### src/common/exception_vector_pkg.sv
// constants for the exception vector prioritizer: register map, vector offsets,
// reset vectors and field positions
// assumes a 32-bit classic wishbone register bus and 16-bit cpu vectors
package exception_vector_pkg;

   // ----------------------------------------------------------------
   // register map (byte addresses)
   // ----------------------------------------------------------------
   localparam int ADDR_W = 4;
   localparam logic [3:0] REG_BASE_PAGE = 4'h0;
   localparam logic [3:0] REG_STATUS = 4'h4;

   // ----------------------------------------------------------------
   // base page field and reset values
   // ----------------------------------------------------------------
   localparam int BASE_FIELD_LSB = 0;
   localparam int BASE_FIELD_W = 8;
   localparam logic [7:0] BASE_PAGE_RESET = 8'hFF;
   localparam logic [7:0] DEBUG_PAGE = 8'hFF;
   localparam logic [7:0] VECTOR_LOW_BYTE = 8'h00;

   // ----------------------------------------------------------------
   // status register fields
   // ----------------------------------------------------------------
   localparam int STAT_VECTOR_LSB = 0;
   localparam int STAT_WAKE_BIT = 16;
   localparam int STAT_DEBUG_BIT = 17;
   localparam int STAT_PENDING_BIT = 18;
   localparam int STAT_RESET_BIT = 19;

   // ----------------------------------------------------------------
   // vector offsets from the base
   // ----------------------------------------------------------------
   localparam logic [7:0] OFF_SPURIOUS = 8'h80;
   localparam logic [7:0] OFF_GEN_FIRST = 8'h82;
   localparam logic [7:0] OFF_GEN_LAST = 8'hF0;
   localparam logic [7:0] OFF_EXT_PIN = 8'hF2;
   localparam logic [7:0] OFF_PRIO_PIN = 8'hF4;
   localparam logic [7:0] OFF_SOFTWARE = 8'hF6;
   localparam logic [7:0] OFF_TRAP = 8'hF8;
   localparam int GEN_COUNT = 56;

   // ----------------------------------------------------------------
   // fixed reset vectors
   // ----------------------------------------------------------------
   localparam logic [15:0] VEC_RST_PIN = 16'hFFFE;
   localparam logic [15:0] VEC_RST_CLOCK = 16'hFFFC;
   localparam logic [15:0] VEC_RST_WATCHDOG = 16'hFFFA;

endpackage

### src/rtl/exception_vector_prioritizer.sv
// exception vector prioritizer: picks the highest pending exception and
// returns its 16-bit vector while the cpu holds its vector request strobe
// assumes requests are synchronous to sys_clk and held until serviced;
// wake outputs are combinational so they still work with the clock gated
`timescale 1ns/1ps

module exception_vector_prioritizer #(
   parameter int GEN_N = exception_vector_pkg::GEN_COUNT
) (
   input wire logic sys_clk,
   input wire logic sys_rst,
   // wishbone classic slave
   input wire logic wb_cyc_i,
   input wire logic wb_stb_i,
   input wire logic wb_we_i,
   input wire logic [exception_vector_pkg::ADDR_W-1:0] wb_adr_i,
   input wire logic [3:0] wb_sel_i,
   input wire logic [31:0] wb_dat_i,
   output logic [31:0] wb_dat_o,
   output logic wb_ack_o,
   // reset sources
   input wire logic rst_pin_req,
   input wire logic rst_clock_req,
   input wire logic rst_watchdog_req,
   // non-maskable sources
   input wire logic trap_req,
   input wire logic software_interrupt,
   // maskable sources
   input wire logic priority_pin_request,
   input wire logic ext_pin_req,
   input wire logic ext_pin_enable,
   input wire logic [GEN_N-1:0] gen_req,
   input wire logic [GEN_N-1:0] gen_enable,
   // cpu condition flags and mode
   input wire logic cpu_i_mask,
   input wire logic cpu_x_mask,
   input wire logic debug_active,
   // vector handshake
   input wire logic vector_req,
   output logic [15:0] vector_out,
   output logic vector_valid,
   // wake-up
   output logic wake_req,
   output logic wake_no_service
);

   // ----------------------------------------------------------------
   // helpers
   // ----------------------------------------------------------------
   // index of the highest set bit, with a found flag in bit 8
   function automatic logic [8:0] top_index(input logic [GEN_N-1:0] v);
      logic [8:0] r;
      r = 9'h000;
      for (int i = 0; i < GEN_N; i++) begin
         if (v[i]) begin
            r = {1'b1, 8'(i)};
         end
      end
      return r;
   endfunction

   function automatic logic [15:0] make_vector(input logic [7:0] page, input logic [7:0] off);
      return {page, off};
   endfunction

   // ----------------------------------------------------------------
   // register state
   // ----------------------------------------------------------------
   logic [7:0] vector_base_page_q;
   logic [7:0] vector_base_page_d;
   logic wb_ack_q;
   logic [31:0] wb_dat_q;
   logic [31:0] wb_dat_d;

   // ----------------------------------------------------------------
   // bus decode
   // ----------------------------------------------------------------
   wire bus_req = wb_cyc_i & wb_stb_i & ~wb_ack_q;
   wire hit_base = wb_adr_i == exception_vector_pkg::REG_BASE_PAGE;
   wire hit_status = wb_adr_i == exception_vector_pkg::REG_STATUS;
   wire base_write = bus_req & wb_we_i & hit_base & wb_sel_i[0];

   // ----------------------------------------------------------------
   // request qualification
   // ----------------------------------------------------------------
   wire any_reset = rst_pin_req | rst_clock_req | rst_watchdog_req;
   // priority pin taken when its mask is clear
   wire prio_taken = priority_pin_request & ~cpu_x_mask;
   // general gating by higher non-i-maskable requests
   wire high_pending = software_interrupt | trap_req | priority_pin_request;
   wire gen_allow = ~cpu_i_mask & ~high_pending;
   wire ext_taken = ext_pin_req & ext_pin_enable & gen_allow;
   wire [GEN_N-1:0] gen_live = gen_req & gen_enable;
   wire [GEN_N-1:0] gen_taken = gen_allow ? gen_live : '0;
   wire [8:0] gen_top = top_index(gen_taken);
   wire gen_found = gen_top[8];

   // debug forces page to all ones
   wire [7:0] page = debug_active ? exception_vector_pkg::DEBUG_PAGE : vector_base_page_q;

   // general vector from the winning index
   wire [7:0] gen_off = 8'(exception_vector_pkg::OFF_GEN_FIRST + {gen_top[6:0], 1'b0});

   // ----------------------------------------------------------------
   // priority selection
   // ----------------------------------------------------------------
   logic [15:0] sel_vector;
   always_comb begin
      if (rst_pin_req) begin
         sel_vector = exception_vector_pkg::VEC_RST_PIN;
      end else if (rst_clock_req) begin
         sel_vector = exception_vector_pkg::VEC_RST_CLOCK;
      end else if (rst_watchdog_req) begin
         sel_vector = exception_vector_pkg::VEC_RST_WATCHDOG;
      end else if (trap_req) begin
         sel_vector = make_vector(page, exception_vector_pkg::OFF_TRAP);
      end else if (software_interrupt) begin
         sel_vector = make_vector(page, exception_vector_pkg::OFF_SOFTWARE);
      end else if (prio_taken) begin
         sel_vector = make_vector(page, exception_vector_pkg::OFF_PRIO_PIN);
      end else if (ext_taken) begin
         sel_vector = make_vector(page, exception_vector_pkg::OFF_EXT_PIN);
      end else if (gen_found) begin
         sel_vector = make_vector(page, gen_off);
      end else begin
         sel_vector = make_vector(page, exception_vector_pkg::OFF_SPURIOUS);
      end
   end

   // combinational so the vector is valid in the strobe cycle
   assign vector_out = vector_req ? sel_vector : 16'h0000;
   assign vector_valid = vector_req;

   // ----------------------------------------------------------------
   // wake-up path
   // ----------------------------------------------------------------
   // no clock in this path, so it works while gated
   // general sources wake only with mask clear
   // priority pin wakes regardless of its mask
   wire gen_wake = ~cpu_i_mask & ((ext_pin_req & ext_pin_enable) | (|gen_live));
   assign wake_req = any_reset | priority_pin_request | gen_wake;
   // masked priority pin wake resumes without entering service
   assign wake_no_service = priority_pin_request & cpu_x_mask & ~any_reset & ~gen_wake;

   wire pending = any_reset | trap_req | software_interrupt | prio_taken | ext_taken | gen_found;

   // ----------------------------------------------------------------
   // register file
   // ----------------------------------------------------------------
   // writable at any time
   assign vector_base_page_d = base_write ?
      wb_dat_i[exception_vector_pkg::BASE_FIELD_LSB +: exception_vector_pkg::BASE_FIELD_W] :
      vector_base_page_q;

   logic [31:0] status_word;
   always_comb begin
      status_word = 32'h0000_0000;
      status_word[exception_vector_pkg::STAT_VECTOR_LSB +: 16] = sel_vector;
      status_word[exception_vector_pkg::STAT_WAKE_BIT] = wake_req;
      status_word[exception_vector_pkg::STAT_DEBUG_BIT] = debug_active;
      status_word[exception_vector_pkg::STAT_PENDING_BIT] = pending;
      status_word[exception_vector_pkg::STAT_RESET_BIT] = any_reset;
   end

   // unmapped addresses read zero and ignore writes
   wire [31:0] base_word = {24'h00_0000, vector_base_page_q};
   assign wb_dat_d = hit_base ? base_word : (hit_status ? status_word : 32'h0000_0000);

   always_ff @(posedge sys_clk) begin
      if (sys_rst) begin
         vector_base_page_q <= exception_vector_pkg::BASE_PAGE_RESET;
      end else begin
         vector_base_page_q <= vector_base_page_d;
      end
   end

   // single wait state, ack drops the cycle after it was given
   always_ff @(posedge sys_clk) begin
      if (sys_rst) begin
         wb_ack_q <= 1'b0;
         wb_dat_q <= 32'h0000_0000;
      end else begin
         wb_ack_q <= bus_req;
         wb_dat_q <= bus_req ? wb_dat_d : wb_dat_q;
      end
   end

   assign wb_ack_o = wb_ack_q;
   assign wb_dat_o = wb_dat_q;
endmodule

### config.mk
export PLATFORM = sky130hd
export DESIGN_NAME = exception_vector_prioritizer
export DESIGN_NICKNAME = d
export VERILOG_FILES = /design/src/common/exception_vector_pkg.sv /design/src/rtl/exception_vector_prioritizer.sv
export SDC_FILE = /design/constraint.sdc
export NUM_CORES = 1
export LEC_CHECK = 0
export BUFFER_PORTS_ARGS = -buffer_cell sky130_fd_sc_hd__buf_4
export CAP_MARGIN = 10
export CELL_PAD_IN_SITES_DETAIL_PLACEMENT = 1
export CELL_PAD_IN_SITES_GLOBAL_PLACEMENT = 2
export CORE_UTILIZATION = 20
export CTS_CLUSTER_SIZE = 8
export DETAILED_ROUTE_END_ITERATION = 8
export PLACE_DENSITY_LB_ADDON = 0.1
export SLEW_MARGIN = 20
export SYNTH_ARGS = -nofsm -noshare
export SYNTH_HDL_FRONTEND = slang
export SYNTH_SLANG_ARGS = --single-unit
### constraint.sdc
create_clock -name sys_clk -period 5.7 [get_ports sys_clk]
set_clock_uncertainty 0.05 [all_clocks]
set_input_delay 0.855 -clock sys_clk [delete_from_list [all_inputs] [get_ports sys_clk]]
set_output_delay 0.855 -clock sys_clk [all_outputs]
set_load 0.1 [all_outputs]
==> metrics <==
first-pass iteration count of the detailed router=4; initial core utilization=0.209; Root Buffer=clkbuf_16; vias per cell=between 4 and 5; Via Count=3320; hold endpoint=wb_dat_o[15]; core area=12200 sq um; Reg2Reg Setup Slack=approximately 3200 ps; RePlAce Congestion=0.730; final hold slack=between 300 and 400 ps; Most used DFF post-synth=dfxtp_1; Syn Area/Cell=roughly 7.3 sq um; Comb pwr share=0.386; Setup TNS Final=0 ps; met3 track demand over resource=0.0285; Slowest Stage Delay on Critical Path=410 ps; Netlist cell types=55; status=finished clean; Post-DP HPWL=~9200 um; pin count of the biggest net entering global routing=32; WP data required=4800 ps; crit path time final=between 4000 and 5000 ps; total wire length=~11000 um; Worst-Skew Late Latency=about 270 ps; post-synthesis cell count=between 300 and 400; final setup fails=0; initial antenna violation count=0; Relative slew margins=0.476; Psw=about 0.29 mW; GRT Total Usage=0.159; Area Growth Syn to Fin=63.3%; DIE HEIGHT=approximately 120 um; EDFF count, synth=0; worst min-delay path category=reg2reg; worst r2r src=wb_ack_o; Final Max Tran Viols=0; Hold-fix buffers, CTS=0; layout cells sized above 1=0.387; fin nets=~690; Worst setup EP type=output pin; Reg power frac=0.262; Seq/Total Area, Yosys=0.227; Setup Buffers After CTS=0; Worst Hold Depth=2; maximum clock path buffer count=2; post-cts resize count=0; Num Clock Sinks=29; Clock power frac=0.351; Post-Syn Area=between 2000 and 3000 sq um; Clk pin slew, worst setup/hold paths=~50 ps; pwr dens=approximately 190 nW/um^2; post-synthesis register bit count=29; initial DRC count=between 150 and 200; CTS tree=built; slowest CP cell=a21oi_1; Max FO, Critical Path=3; I/O pin cnt=221; GR peak layer=met2; leak pwr=between 1.5 and 2 nW; Worst EP arrival=~3500 ps; first-pass GRT wire length=between 15000 and 20000 um; Crit Path Class=in2out; Routed Antenna Nets=0; n_diodes=0; Core Rows=40; Worst-Margin Slew=between 700 and 800 ps; RSZ-0062 raised after global routing=false; sw frac=0.363; Residual DRC=0; Int Power=0.502 mW; period utilization=0.776; r2r endpoint=vector_base_page_q[7]; HP Start=wb_dat_o[15]; grt ovf=0; WL/cell=15.6 um; Max H-tree Level=2; worst-path cell chain=buf_4 -> a22o_2 -> a31oi_1 -> o21a_1 -> o311ai_0 -> a21oi_1 -> nor2_1 -> ha_1 -> nand3_1 -> a211oi_1 -> or3_1 -> and2_1 -> buf_4; Async SR Flop Fraction=0; max cap viols=0; Top cell by count, worst path=buf_4; crit start category=input port; peak supply drop=approximately 0.11 mV; Ys Warns=0; Highest Clock Rate=226 MHz; grt met2 use=0.261; Hold Vio Cnt, Final=0; Die ar.=13200 sq um; PortBufs=180; Critical Path Source=gen_req[5]; TritonCTS buffer count=5; fill count=1526; buffers and inverters on the worst path=2; number of global-route vias before repair=3355; grt met1 use=0.222; die width=115 um; Crit path max-delay family=compound AO/OA/AOI/OAI gates; Reg2Reg Depth=7
registers in the layout, indices dropped and copies added (netlist names):
| register | count |
|---|---|
| vector_base_page_q | 8 |
| wb_dat_o | 20 |
| wb_ack_o | 1 |
synthesized netlist by cell type, types with 8 or more instances:
library cell | number | area (sq um)
nand3_1 | 8 | 40.0
clkbuf_1 | 11 | 41.3
o21ai_0 | 15 | 75.1
nand2_1 | 58 | 218
a22oi_1 | 30 | 225
a211o_1 | 8 | 70.1
nor2_1 | 21 | 78.8
nor2b_1 | 11 | 68.8
buf_4 | 14 | 105
a21oi_1 | 22 | 110
dfxtp_1 | 29 | 581
o21a_1 | 12 | 90.1
worst max path at each step:
stage,endpoint,slack [ps],cells after the start
final,vector_out[2],1280,13
after global routing,vector_out[2],1070,13
after CTS,vector_out[2],1250,13
after detailed placement,vector_out[2],1250,13
after global placement,vector_out[2],1250,13
after floorplan,vector_out[6],850,7
power groups by stage:
| stage | logic (mW) | registers (mW) | clock network, mW |
|---|---|---|---|
| floorplan | 0.169 | 0.226 | 0 |
| global placement | 0.304 | 0.211 | 0 |
| detailed placement | 0.306 | 0.211 | 0 |
| CTS | 0.307 | 0.207 | 0.281 |
| global route | 0.326 | 0.207 | 0.291 |
| finish | 0.305 | 0.207 | 0.277 |
placed cells by master (no fill, tap or decap), types with 3 or more instances in the layout:
cell type and instances:
a22o_2 3, a31oi_1 7, inv_1 6, and3_1 3
o21ai_0 15, a32o_1 7, nor2b_1 11, nand2_1 58
nand4_1 6, dfxtp_1 29, o211ai_1 6, nand2b_1 5
nor3_1 5, o21a_1 12, or4_1 3, a21oi_1 22
conb_1 13, a211oi_1 4, a211o_1 8, a32oi_1 5
a22o_1 5, a22oi_1 30, clkbuf_16 5, buf_4 181
nand3_1 8, a222oi_1 3, nor2_1 21
cell type report:
| class | instances | area, sq um | area share |
|---|---|---|---|
| multi-input combinational | 298 | 1840 | 0.442 |
| inverter | 6 | 22.5 | 0.00540 |
| sequential | 29 | 581 | 0.139 |
| clock buffer | 7 | 153 | 0.0366 |
| timing repair buffer | 181 | 1360 | 0.326 |
| clock inverter | 1 | 5.00 | 0.00120 |
| tap | 168 | 210 | 0.0504 |
per-layer routing:
layer / part of all wire / up-vias / wire length [um]
met4: 0.0039 / 0 / 42
met3: 0.069 / 5 / 743
met2: 0.45 / 115 / 4840
met1: 0.48 / 1531 / 5110
li1: - / 1669 / -
met5: 0 / - / 0
through the flow:
step | power, mW | cells | setup WS, ps | cell area (sq um) | utilization
after global placement | 0.515 | 682 | 1250 | 4010 | 0.329
after floorplan | 0.395 | 360 | 846 | 2600 | -
after global routing | 0.824 | 690 | 1070 | 4170 | 0.342
after detailed placement | 0.517 | 682 | 1250 | 4010 | 0.329
final | 0.788 | 690 | 1280 | 4170 | 0.342
after CTS | 0.795 | 690 | 1250 | 4170 | 0.342
kinds of logic after synthesis:
logic type               Yosys count  share of synthesized area
AO/OA/AOI/OAI                    144                      0.413
adder cells (fa/ha/maj)            1                    0.00490
buffers and inverters             33                     0.0695
other                              1                    0.00147
XOR/XNOR                           2                    0.00686
flip-flops                        29                      0.227
AND/OR/NAND/NOR                  138                      0.277
worst min-delay path: cells and delay by family (launching register included):
family / cells / cell delay [ps]
AOI/OAI and AO/OA: 1 / 50
DFF: 1 / 300
and+or+nand+nor: 1 / 50
Note: power is estimated with default switching activity, not from simulation.
